**config.mk**
```make
export PLATFORM = sky130hd
export DESIGN_NAME = rsi_reset_state_initialiser
export DESIGN_NICKNAME = d
export VERILOG_FILES = /design/src/rsi_pkg.sv /design/src/rsi_counter.sv /design/src/rsi_reset_state_initialiser.sv
export SDC_FILE = /design/constraint.sdc
export NUM_CORES = 1
export LEC_CHECK = 0
export ABC_CLOCK_PERIOD_IN_PS = 2770
export BUFFER_PORTS_ARGS = -buffer_cell sky130_fd_sc_hd__clkbuf_2
export CAP_MARGIN = 25
export CORE_MARGIN = 5
export CORE_UTILIZATION = 50
export CTS_BUF_LIST = sky130_fd_sc_hd__clkbuf_8
export DETAILED_ROUTE_END_ITERATION = 8
export HOLD_SLACK_MARGIN = 0.05
export PLACE_DENSITY = 0.81
export SKIP_CTS_REPAIR_TIMING = 1
export SYNTH_ARGS = -nofsm -noshare
export SYNTH_HDL_FRONTEND = slang
export SYNTH_SLANG_ARGS = --single-unit
```
**constraint.sdc**
```tcl
create_clock -name ref_clk -period 2.77 [get_ports ref_clk]
set_input_delay 0.4155 -clock ref_clk [delete_from_list [all_inputs] [get_ports ref_clk]]
set_output_delay 0.4155 -clock ref_clk [all_outputs]
set_load 0.01 [all_outputs]
```
**src/rsi_pkg.sv**
```systemverilog
// Package with the register map, field positions and reset values of the reset state initialiser.
`default_nettype none
package rsi_pkg;
    // APB byte addresses of the registers.
    localparam logic [7:0] OFS_STATUS      = 8'h00;
    localparam logic [7:0] OFS_WDOG_CTRL   = 8'h04;
    localparam logic [7:0] OFS_INT_ENABLE  = 8'h08;
    localparam logic [7:0] OFS_TIMER_CTRL  = 8'h0C;
    localparam logic [7:0] OFS_PORT_BASE   = 8'h10;
    localparam logic [7:0] OFS_PORT_STRIDE = 8'h10;
    localparam logic [7:0] OFS_PORT_DATA   = 8'h00;
    localparam logic [7:0] OFS_PORT_DIR    = 8'h04;
    localparam logic [7:0] OFS_PORT_PULLUP = 8'h08;
    localparam logic [7:0] OFS_ACCUM       = 8'h44;
    localparam logic [7:0] OFS_TABLE_PTR   = 8'h48;
    localparam logic [7:0] OFS_TABLE_HIGH  = 8'h4C;
    localparam logic [7:0] OFS_PC_LOW      = 8'h50;
    localparam logic [7:0] OFS_STACK_PTR   = 8'h54;
    localparam logic [7:0] OFS_WDOG_COUNT  = 8'h58;
    localparam logic [7:0] OFS_TBASE_COUNT = 8'h5C;
    localparam logic [7:0] OFS_RESET_CAUSE = 8'h60;

    // Bit positions of the two flags in the status register.
    localparam int BIT_POWERDOWN = 4;
    localparam int BIT_TIMEOUT   = 5;

    // Watchdog control: enable field in bits 7..3.
    localparam int          WDOG_EN_LSB   = 3;
    localparam logic [4:0]  WDOG_EN_CODE0 = 5'h0A;
    localparam logic [4:0]  WDOG_EN_CODE1 = 5'h15;

    // Reset values.
    localparam logic [7:0] RST_WDOG_CTRL   = 8'h53;
    localparam logic [7:0] RST_PORT_DATA   = 8'hFF;
    localparam logic [7:0] RST_PORT_DIR    = 8'hFF;
    localparam logic [7:0] RST_PORT_PULLUP = 8'h00;
    localparam logic [7:0] RST_INT_ENABLE  = 8'h00;
    localparam logic [7:0] RST_TIMER_CTRL  = 8'h00;
    localparam logic [7:0] RST_DATA_REG    = 8'h00;
    localparam logic [7:0] RST_PC_LOW      = 8'h00;
    localparam logic [3:0] RST_STACK_TOP   = 4'h0;
    localparam logic [3:0] RST_STACK_CLEAR = 4'h0;

    // Reset cause codes held in the cause register.
    typedef enum logic [2:0]
    {
        CAUSE_NONE,
        CAUSE_POWER_ON,
        CAUSE_SUPPLY_DROP,
        CAUSE_WDOG_RUN,
        CAUSE_WDOG_SLEEP
    } rsi_cause_t;
endpackage
`default_nettype wire

```
**src/rsi_counter.sv**
```systemverilog
// Free running counter with synchronous clear and count enable.
`default_nettype none
module rsi_counter
#(
    parameter int WIDTH = 16
)
(
    input  wire logic             ref_clk,
    input  wire logic             sys_rst,
    input  wire logic             clear,
    input  wire logic             enable,
    output logic [WIDTH-1:0]      count
);
    // Clear takes priority so a reset event always starts the count from zero.
    always_ff @(posedge ref_clk)
    begin
        if (sys_rst || clear)
        begin
            count <= '0;
        end
        else if (enable)
        begin
            count <= count + {{(WIDTH-1){1'b0}}, 1'b1};
        end
    end
endmodule
`default_nettype wire

```
**src/rsi_reset_state_initialiser.sv**
```systemverilog
// Reset state initialiser: reset cause flags and per reset type register initialisation.
//
// Design decisions made here: the register offsets and the APB slave port.
`default_nettype none
// Notes on behaviour
// Watchdog timeout in sleep/idle zeroes PC and SP, sets both flags, nothing else.
// Timeout and powerdown flags live in status; sleep entry and watchdog update them.
// Power-on reset clears both timeout and powerdown flags.
// Supply-drop reset in fast or slow mode keeps both flags unchanged.
// Watchdog reset in fast or slow mode sets timeout, keeps powerdown.
// Power-on reset zeroes PC and puts SP at top of stack.
// Power-on reset disables every interrupt source.
// Power-on clears watchdog and time base counters, loads watchdog control default.
// Power-on reset switches all timer modules off.
// Port data and direction load all ones, pull-ups zero, on power-on and run-mode watchdog.
// Watchdog run reset reloads controls; accumulator and table registers keep values.
// Watchdog timeout in normal operation sets timeout and resets all but the accumulator and table registers.
module rsi_reset_state_initialiser
#(
    parameter int NUM_PORTS   = 3,
    parameter int WDOG_WIDTH  = 18,
    parameter int TBASE_WIDTH = 16
)
(
    input  wire logic                   ref_clk,
    input  wire logic                   sys_rst,
    input  wire logic                   sleep_idle,
    input  wire logic                   sleep_entry,
    input  wire logic                   supply_drop_reset,
    input  wire logic                   wdog_timeout,
    input  wire logic                   pc_advance,
    input  wire logic                   psel,
    input  wire logic                   penable,
    input  wire logic                   pwrite,
    input  wire logic [7:0]             paddr,
    input  wire logic [31:0]            pwdata,
    input  wire logic [3:0]             pstrb,
    output logic [31:0]                 prdata,
    output logic                        pready,
    output logic                        pslverr,
    output logic                        timeout_flag,
    output logic                        powerdown_flag,
    output logic [7:0]                  watchdog_control,
    output logic                        wdog_enabled,
    output logic [7:0]                  int_enable,
    output logic [7:0]                  timer_control,
    output logic [8*NUM_PORTS-1:0]      port_data,
    output logic [8*NUM_PORTS-1:0]      port_dir,
    output logic [8*NUM_PORTS-1:0]      port_pullup,
    output logic [7:0]                  program_counter_low,
    output logic [3:0]                  stack_pointer,
    output logic                        core_restart
);
    logic                   ev_power_on;
    logic                   ev_supply;
    logic                   ev_wdog_run;
    logic                   ev_wdog_sleep;
    logic                   full_init;
    logic                   wr_access;
    logic                   wr_lane0;
    logic                   addr_hit;
    logic [31:0]            rd_word;
    logic [7:0]             accumulator;
    logic [7:0]             table_pointer;
    logic [7:0]             table_high_byte;
    logic [WDOG_WIDTH-1:0]  wdog_count;
    logic [TBASE_WIDTH-1:0] tbase_count;
    logic [7:0]             port_rd   [NUM_PORTS];
    logic [NUM_PORTS-1:0]   port_hit;
    rsi_pkg::rsi_cause_t    last_cause;

    // Supply-drop detection is off in sleep or idle, so only an active mode drop counts.
    assign ev_power_on   = sys_rst;
    assign ev_supply     = supply_drop_reset && !sleep_idle;
    assign ev_wdog_run   = wdog_timeout && !sleep_idle;
    assign ev_wdog_sleep = wdog_timeout && sleep_idle;
    assign full_init     = ev_supply || ev_wdog_run;

    assign wr_access = psel && penable && pwrite;
    assign wr_lane0  = wr_access && pstrb[0];

    assign wdog_enabled =
        (watchdog_control[7:rsi_pkg::WDOG_EN_LSB] == rsi_pkg::WDOG_EN_CODE0) ||
        (watchdog_control[7:rsi_pkg::WDOG_EN_LSB] == rsi_pkg::WDOG_EN_CODE1);

    // Status flags; software only reads them.
    always_ff @(posedge ref_clk)
    begin
        if (ev_power_on)
        begin
            timeout_flag   <= 1'b0;
            powerdown_flag <= 1'b0;
        end
        else if (ev_wdog_sleep)
        begin
            timeout_flag   <= 1'b1;
            powerdown_flag <= 1'b1;
        end
        else if (ev_wdog_run)
        begin
            timeout_flag   <= 1'b1;
        end
        else if (ev_supply)
        begin
            timeout_flag   <= timeout_flag;
            powerdown_flag <= powerdown_flag;
        end
        else if (sleep_entry)
        begin
            timeout_flag   <= 1'b0;
            powerdown_flag <= 1'b1;
        end
    end

    // Watchdog control register.
    always_ff @(posedge ref_clk)
    begin
        if (ev_power_on || full_init)
        begin
            watchdog_control <= rsi_pkg::RST_WDOG_CTRL;
        end
        else if (!ev_wdog_sleep && wr_lane0 && paddr == rsi_pkg::OFS_WDOG_CTRL)
        begin
            watchdog_control <= pwdata[7:0];
        end
    end

    // Interrupt enables.
    always_ff @(posedge ref_clk)
    begin
        if (ev_power_on || full_init)
        begin
            int_enable <= rsi_pkg::RST_INT_ENABLE;
        end
        else if (!ev_wdog_sleep && wr_lane0 && paddr == rsi_pkg::OFS_INT_ENABLE)
        begin
            int_enable <= pwdata[7:0];
        end
    end

    // Timer module control.
    always_ff @(posedge ref_clk)
    begin
        if (ev_power_on || full_init)
        begin
            timer_control <= rsi_pkg::RST_TIMER_CTRL;
        end
        else if (!ev_wdog_sleep && wr_lane0 && paddr == rsi_pkg::OFS_TIMER_CTRL)
        begin
            timer_control <= pwdata[7:0];
        end
    end

    // Port registers, one set per port.
    genvar gp;
    generate
        for (gp = 0; gp < NUM_PORTS; gp++)
        begin : g_port
            localparam logic [7:0] BASE =
                8'(rsi_pkg::OFS_PORT_BASE + gp * rsi_pkg::OFS_PORT_STRIDE);
            logic [7:0] data_q;
            logic [7:0] dir_q;
            logic [7:0] pull_q;
            logic       wr_ok;

            assign wr_ok = wr_lane0 && !ev_wdog_sleep;

            always_ff @(posedge ref_clk)
            begin
                if (ev_power_on || full_init)
                begin
                    data_q <= rsi_pkg::RST_PORT_DATA;
                    dir_q  <= rsi_pkg::RST_PORT_DIR;
                    pull_q <= rsi_pkg::RST_PORT_PULLUP;
                end
                else if (wr_ok)
                begin
                    if (paddr == 8'(BASE + rsi_pkg::OFS_PORT_DATA))
                    begin
                        data_q <= pwdata[7:0];
                    end
                    if (paddr == 8'(BASE + rsi_pkg::OFS_PORT_DIR))
                    begin
                        dir_q <= pwdata[7:0];
                    end
                    if (paddr == 8'(BASE + rsi_pkg::OFS_PORT_PULLUP))
                    begin
                        pull_q <= pwdata[7:0];
                    end
                end
            end

            assign port_data[8*gp +: 8]   = data_q;
            assign port_dir[8*gp +: 8]    = dir_q;
            assign port_pullup[8*gp +: 8] = pull_q;

            always_comb
            begin
                port_rd[gp]  = 8'h00;
                port_hit[gp] = 1'b1;
                if (paddr == 8'(BASE + rsi_pkg::OFS_PORT_DATA))
                begin
                    port_rd[gp] = data_q;
                end
                else if (paddr == 8'(BASE + rsi_pkg::OFS_PORT_DIR))
                begin
                    port_rd[gp] = dir_q;
                end
                else if (paddr == 8'(BASE + rsi_pkg::OFS_PORT_PULLUP))
                begin
                    port_rd[gp] = pull_q;
                end
                else
                begin
                    port_hit[gp] = 1'b0;
                end
            end
        end
    endgenerate

    // Working registers survive every reset except power-on.
    always_ff @(posedge ref_clk)
    begin
        if (ev_power_on)
        begin
            accumulator     <= rsi_pkg::RST_DATA_REG;
            table_pointer   <= rsi_pkg::RST_DATA_REG;
            table_high_byte <= rsi_pkg::RST_DATA_REG;
        end
        else if (wr_lane0 && !full_init && !ev_wdog_sleep)
        begin
            if (paddr == rsi_pkg::OFS_ACCUM)
            begin
                accumulator <= pwdata[7:0];
            end
            if (paddr == rsi_pkg::OFS_TABLE_PTR)
            begin
                table_pointer <= pwdata[7:0];
            end
            if (paddr == rsi_pkg::OFS_TABLE_HIGH)
            begin
                table_high_byte <= pwdata[7:0];
            end
        end
    end

    // Program counter low byte.
    always_ff @(posedge ref_clk)
    begin
        if (ev_power_on)
        begin
            program_counter_low <= rsi_pkg::RST_PC_LOW;
        end
        else if (ev_wdog_sleep)
        begin
            program_counter_low <= rsi_pkg::RST_PC_LOW;
        end
        else if (full_init)
        begin
            program_counter_low <= rsi_pkg::RST_PC_LOW;
        end
        else if (wr_lane0 && paddr == rsi_pkg::OFS_PC_LOW)
        begin
            program_counter_low <= pwdata[7:0];
        end
        else if (pc_advance)
        begin
            program_counter_low <= program_counter_low + 8'h01;
        end
    end

    // Stack pointer.
    always_ff @(posedge ref_clk)
    begin
        if (ev_power_on || full_init)
        begin
            stack_pointer <= rsi_pkg::RST_STACK_TOP;
        end
        else if (ev_wdog_sleep)
        begin
            stack_pointer <= rsi_pkg::RST_STACK_CLEAR;
        end
        else if (wr_lane0 && paddr == rsi_pkg::OFS_STACK_PTR)
        begin
            stack_pointer <= pwdata[3:0];
        end
    end

    // A timeout in sleep keeps counting state, since only PC, SP and the flags are touched there.
    rsi_counter
    #(
        .WIDTH   (WDOG_WIDTH)
    )
    u_wdog_counter
    (
        .ref_clk (ref_clk),
        .sys_rst (sys_rst),
        .clear   (full_init),
        .enable  (wdog_enabled),
        .count   (wdog_count)
    );

    rsi_counter
    #(
        .WIDTH   (TBASE_WIDTH)
    )
    u_tbase_counter
    (
        .ref_clk (ref_clk),
        .sys_rst (sys_rst),
        .clear   (full_init),
        .enable  (1'b1),
        .count   (tbase_count)
    );

    // Cause of the most recent reset and the restart pulse for the core.
    always_ff @(posedge ref_clk)
    begin
        if (ev_power_on)
        begin
            last_cause <= rsi_pkg::CAUSE_POWER_ON;
        end
        else if (ev_wdog_sleep)
        begin
            last_cause <= rsi_pkg::CAUSE_WDOG_SLEEP;
        end
        else if (ev_wdog_run)
        begin
            last_cause <= rsi_pkg::CAUSE_WDOG_RUN;
        end
        else if (ev_supply)
        begin
            last_cause <= rsi_pkg::CAUSE_SUPPLY_DROP;
        end
    end

    always_ff @(posedge ref_clk)
    begin
        if (ev_power_on)
        begin
            core_restart <= 1'b0;
        end
        else
        begin
            core_restart <= full_init || ev_wdog_sleep;
        end
    end

    // Read decode; the access completes in its first access cycle.
    always_comb
    begin
        rd_word  = 32'h0000_0000;
        addr_hit = 1'b1;
        case (paddr)
            rsi_pkg::OFS_STATUS:
            begin
                rd_word[rsi_pkg::BIT_TIMEOUT]   = timeout_flag;
                rd_word[rsi_pkg::BIT_POWERDOWN] = powerdown_flag;
            end
            rsi_pkg::OFS_WDOG_CTRL:   rd_word[7:0] = watchdog_control;
            rsi_pkg::OFS_INT_ENABLE:  rd_word[7:0] = int_enable;
            rsi_pkg::OFS_TIMER_CTRL:  rd_word[7:0] = timer_control;
            rsi_pkg::OFS_ACCUM:       rd_word[7:0] = accumulator;
            rsi_pkg::OFS_TABLE_PTR:   rd_word[7:0] = table_pointer;
            rsi_pkg::OFS_TABLE_HIGH:  rd_word[7:0] = table_high_byte;
            rsi_pkg::OFS_PC_LOW:      rd_word[7:0] = program_counter_low;
            rsi_pkg::OFS_STACK_PTR:   rd_word[3:0] = stack_pointer;
            rsi_pkg::OFS_WDOG_COUNT:  rd_word[WDOG_WIDTH-1:0] = wdog_count;
            rsi_pkg::OFS_TBASE_COUNT: rd_word[TBASE_WIDTH-1:0] = tbase_count;
            rsi_pkg::OFS_RESET_CAUSE: rd_word[2:0] = last_cause;
            default:
            begin
                addr_hit = 1'b0;
                for (int i = 0; i < NUM_PORTS; i++)
                begin
                    if (port_hit[i])
                    begin
                        rd_word[7:0] = port_rd[i];
                        addr_hit     = 1'b1;
                    end
                end
            end
        endcase
    end

    // Unmapped addresses answer with an error and read as zero.
    assign pready  = 1'b1;
    assign pslverr = psel && penable && !addr_hit;
    assign prdata  = (psel && !pwrite) ? rd_word : 32'h0000_0000;
endmodule
`default_nettype wire

```
==> reports/qor.txt, run 1 <==
Worst setup SP type - input port
FFs w/ async S/R, synth - 0%
CP Capture Type - output pin
Critical path required time - 2350 ps
Power Internal - 3450 uW
Pre-antenna DRT Iters - 5
Initial DRC Count - 1021
Register area share after synthesis - 39.8%
Post-synth EDFFs - 0
Initial core utilization - 50.5%
Synth Register Bits - 172
Largest net degree at the start of global routing - 79
Switching power - 1290 uW
GP Congestion - 0.967
Clk pwr share - 39.0%
Antenna cells - 0
Slowest CP cell - or4b_2
Fin area - 10300 um2
Met2 WL post-DR - 13.5 mm
Status - finished clean
Worst Path Buf+Inv - 4
Combinational power share - 8.3%
Core area - 17100 um2
Fin crit period - 2710 ps
Clock tree sinks - 172
Via density per instance - 6.06
Sw frac - 27.3%
Tcrit/Tclk final - 97.8%
Critical path's top delay family - simple AND/OR/NAND/NOR gates
Post-synth top flop - dfxtp_1
Layout cells sized above 1 - 22.5%
Die Span X - 142 um
Most frequent cells after synthesis - nand3_1 (178), dfxtp_1 (172), nand2_1 (164)
YS warnings - 0
Power Density - 461 nW/um2
Max-Cap Viols - 0
Final hold violations - 0
DP Area - 9830 um2
Congestion Overflow GR - 0
H-tree depth - 4
Initial antenna violation count - 0
CP Max Fanout - 4
Final hold slack - 251 ps
Clk_skew - 4.76 ps
Kind of critical path - in2out
Max Slew Vio Count - 0
M1 WL - 12.2 mm
Synth area leaders - dfxtp_1 (40%), nand3_1 (10%), nand2_1 (7.1%), mux2i_1 (6.2%), nor2_1 (4.3%)
Final net count - 1297
Mapped Avg Cell Area - 7.89 um2
Total Routing Usage GR - 29.2%
CTS tree - built
Final wirelength - 29.8 mm
Die area - 20000 um2
Peak supply drop - 0.000334 V
Leak pwr - 0.00415 uW
Area Overhead vs Synth - 18.7%
Input/output buffers - 157
Root Buffer - clkbuf_8
Fmax - 0.369 GHz
Slew @ Worst Pin - 925 ps
Crit-path max cell delay - 690 ps
Via count - 8960
Arrival time worst endpoint - 2290 ps
CTS clk-pin slew, worst paths - 90 ps
Maximum buffer depth of the clock tree - 2
Hold Path Class - in2reg
Yosys top cell by area - dfxtp_1
Antenna Nets Post-Route - 0
Netlist cell types - 61
First-pass GRT wire length - 46.7 mm
Worst-path cell chain - clkbuf_2 -> or4b_2 -> nor2_2 -> buf_4 -> buf_4 -> a22oi_1 -> a31oi_1 -> clkbuf_2
Fill cells - 1528
I/O Pins - 200
Met3 Routed Length - 2.99 mm
Seq pwr share - 52.7%
CTS Buf Count - 17
Top layer in use - met4
Number of cell rows - 48
Max-slew headroom - 38.3%
Syn Inst Count - 1097
Avg WL per Cell - 20.2 um
Clock Latency Late Sink - 470 ps
Syn Std Cell Area - 8650 um2
Final setup vio count - 0
Synth top area share - 39.8%
Vias in the first global route - 8447
RSZ-0062 raised after global routing - yes
Cell with the most instances after synthesis - nand3_1
DRC - 0
Hpwl dp - 21.0 mm
Die H - 142 um
[per-stage QoR]
stage          utilization (%)  setup TNS, ps  setup slack, ps  power, uW  cells
6_report                  60.0              0             60.3       4740   1478
5_1_grt                   60.0          -99.1            -71.2       4870   1478
3_3_place_gp              57.4          -26.9            -26.9       2930   1446
2_1_floorplan                -              0              305       2790   1110
4_1_cts                   59.8          -52.8            -52.8       4730   1478
3_5_place_dp              57.4          -35.6            -35.6       2930   1446
[power by group through the flow]
| stage | logic, uW | registers [uW] | clock network (uW) |
|---|---|---|---|
| floorplan | 237 | 2550 | 0 |
| global placement | 378 | 2550 | 0 |
| detailed placement | 380 | 2550 | 0 |
| CTS | 383 | 2490 | 1860 |
| global route | 416 | 2500 | 1960 |
| finish | 395 | 2490 | 1850 |
[path summary, 6_finish.rpt]
path / startpoint / to / slack, ps / depth (start not counted)
worst min-delay path: sleep_entry / timeout_flag / 250 / 4
worst max-delay path: paddr[4] / prdata[5] / 60 / 8
worst max register to register: u_wdog_counter.count[7] / u_wdog_counter.count[17] / 880 / 5
worst min register to register: accumulator[1] / accumulator[1] / 460 / 2
[state kept, by name, indices dropped and copies added (netlist names)]
| register | cells |
|---|---|
| watchdog_control | 8 |
| timeout_flag | 1 |
| g_port.dir_q | 24 |
| timer_control | 8 |
| program_counter_low | 8 |
| u_wdog_counter.count | 18 |
| table_pointer | 8 |
| table_high_byte | 8 |
| last_cause | 3 |
| powerdown_flag | 1 |
| u_tbase_counter.count | 16 |
| g_port.data_q | 24 |
| stack_pointer | 4 |
| g_port.pull_q | 24 |
| accumulator | 8 |
| core_restart | 1 |
| int_enable | 8 |
[placed cells by master (no fill, tap or decap), types with 5 or more instances in the layout]
cell type,count
xnor2_1,16
conb_1,15
buf_4,57
nor3_1,12
mux2_2,6
a21oi_1,63
o21ai_0,30
buf_12,6
nand4_1,10
nor2b_1,9
inv_1,5
a31oi_1,6
nand3_1,178
clkbuf_8,18
and2_1,5
nor2_1,96
a211oi_1,11
a22o_1,5
nand2_1,164
mux2i_1,54
dfxtp_1,172
and3_1,5
inv_6,5
nor4_1,8
xor2_1,18
nand2b_1,10
o31ai_1,9
clkbuf_2,157
or3_1,8
a22oi_1,21
[worst register-to-register path: cells and delay by family, from the launching register on]
kind / cells / cell delay [ps]
AND/OR/NAND/NOR: 4 / 1140
XOR/XNOR: 1 / 170
flip-flops: 1 / 460
[area by class of cell]
type,instances,area (um2),share of cell area (%)
multi-input combinational,825,4790,46.7
sequential,172,3440,33.5
timing repair buffer,220,1330,13.0
tap,225,282,2.74
clock buffer,18,248,2.41
clock inverter,14,156,1.52
inverter,4,15.0,0.146
[per-layer routing]
metal / GRT usage (%) / up-vias
met5: 0 / -
met1: 39.8 / 4204
met3: 6.40 / 82
met2: 44.9 / 551
met4: 12.3 / 0
li1: - / 4123
[cells by family (layout without fill, tap and decap cells)]
logic type               count (synthesis)  count (layout)  synth area share (%)
AND/OR/NAND/NOR                        537             537                  29.9
AO/OA/AOI/OAI                          175             175                  12.8
flip-flops                             172             172                  39.8
buffers and inverters                  113             256                  6.26
multiplexers                            61              61                  7.29
XOR/XNOR                                34              34                  3.44
adder cells (fa/ha/maj)                  3               3                 0.434
other                                    2              15                0.0868
(Power assumes the default switching activity.)
==> run 2, diff against run 1 <==
PLACE_DENSITY = unset   (was 0.81)
PLACE_DENSITY_LB_ADDON = 0.25   (was unset)
SKIP_LAST_GASP = 1   (was unset)
==> reports/qor.txt, run 2 (synthesis gave the netlist of run 1 again) <==
Fin area - 10300 um2
Worst Path Buf+Inv - 1
DP Area - 9850 um2
Power Internal - 3290 uW
Input/output buffers - 157
CP Max Fanout - 10
Hold path endpoint - timeout_flag
Tcrit/Tclk final - 99.1%
Initial core utilization - 50.5%
Final hold violations - 0
M1 WL - 12.8 mm
Final hold slack - 238 ps
Worst setup SP type - flip-flop
R2R Path Start - u_wdog_counter.count[7]
DRC - 0
Die H - 142 um
Via density per instance - 5.93
Peak supply drop - 0.000296 V
Met3 Routed Length - 2.60 mm
Final setup vio count - 0
Largest net degree at the start of global routing - 79
Largest regs - g_port.data_q (24), g_port.dir_q (24), g_port.pull_q (24)
Initial antenna violation count - 0
Leak pwr - 0.00416 uW
Pre-antenna DRT Iters - 7
Die area - 20000 um2
Antenna cells - 0
Total Routing Usage GR - 29.4%
Commonest non-fill, non-tap cell in the layout - nand3_1
Via count - 8738
I/O Pins - 200
Area Overhead vs Synth - 19.3%
Clk pwr share - 38.3%
First-pass GRT wire length - 46.1 mm
Layout cells sized above 1 - 22.5%
Maximum buffer depth of the clock tree - 2
Congestion Overflow GR - 0
Final net count - 1293
Avg WL per Cell - 20.2 um
Max Slew Vio Count - 0
Clock tree sinks - 172
Sw frac - 29.8%
CTS clk-pin slew, worst paths - 100 ps
Reg2reg path depth - 5
Combinational power share - 8.5%
Antenna Nets Post-Route - 0
Hold path startpoint - sleep_entry
Met2 WL post-DR - 13.2 mm
Worst-path cell chain - mux4_2 -> a222oi_1 -> a31oi_1 -> clkbuf_2
Clk_skew - 6.88 ps
Slew @ Worst Pin - 888 ps
Die Span X - 142 um
Critical path required time - 2350 ps
Max-Cap Viols - 0
Switching power - 1400 uW
Root Buffer - clkbuf_8
Reg2reg end - u_wdog_counter.count[17]
Final wirelength - 29.8 mm
Seq pwr share - 53.2%
Fin crit period - 2750 ps
Initial DRC Count - 868
Reg2Reg Setup Slack - 930 ps
Kind of critical path - reg2out
Core area - 17100 um2
Top layer in use - met4
Design Power - 4690 uW
Min-Delay Path Depth - 4
Hpwl dp - 21.3 mm
Clock Latency Late Sink - 480 ps
RSZ-0062 raised after global routing - yes
Number of cell rows - 48
Crit-path max cell delay - 540 ps
Most frequent cells in the layout - nand3_1 (178), dfxtp_1 (172), nand2_1 (164)
GP Congestion - 1.00
Critical path's top delay family - compound AO/OA/AOI/OAI gates
Hold Path Class - in2reg
Arrival time worst endpoint - 2330 ps
CTS tree - built
Vias in the first global route - 8040
Power Density - 454 nW/um2
Slowest CP cell - mux4_2
H-tree depth - 4
Fmax - 0.364 GHz
Status - finished clean
Max-slew headroom - 40.8%
CP Capture Type - output pin
CTS Buf Count - 17
-- run 2: metal layers --
metal  vias up  track usage [%]
met5         -                0
met4         0             13.3
met3        65             6.00
met2       448             44.6
met1      4097             40.5
li1       4128                -
-- run 2: power by group through the flow --
stage	sequential [uW]	combinational (uW)	clock, uW
CTS	2490	386	1820
detailed placement	2550	385	0
floorplan	2550	237	0
global route	2500	421	1930
global placement	2550	384	0
finish	2490	398	1800
-- run 2: final cells by class --
class                   instances  area [um2]
well taps                     225         282
multi-input cells             825        4820
clock inverters                15         174
clock buffers                  17         234
flip-flops and latches        172        3440
fillers                      1564        6790
inverters                       4        15.0
repair buffers                216        1360
-- run 2: worst max-delay path by stage --
stage                                 start        end  slack [ps]  cells past startpoint
finish              u_wdog_counter.count[2]  prdata[2]          20                      4
global route                       paddr[3]  prdata[7]          -9                      8
CTS                                paddr[4]  prdata[6]         -30                      8
detailed placement                 paddr[4]  prdata[6]          -3                      8
global placement                   paddr[4]  prdata[6]          -8                      7
floorplan                          paddr[4]  prdata[6]         300                      6
-- run 2: stage by stage --
step,instances,setup WS [ps],TNS [ps],util [%]
floorplan,1110,305,0,-
global placement,1442,-7.62,-7.62,57.5
detailed placement,1442,-2.72,-2.72,57.5
CTS,1474,-28.9,-28.9,59.9
global route,1474,-9.15,-9.15,60.3
finish,1474,24.6,0,60.3
-- run 2: worst register-to-register path, delay by kind of cell, from the launching register on --
kind,cells,cell delay (ps)
and+or+nand+nor,4,1110
DFF,1,460
xor gates and xnor gates,1,170
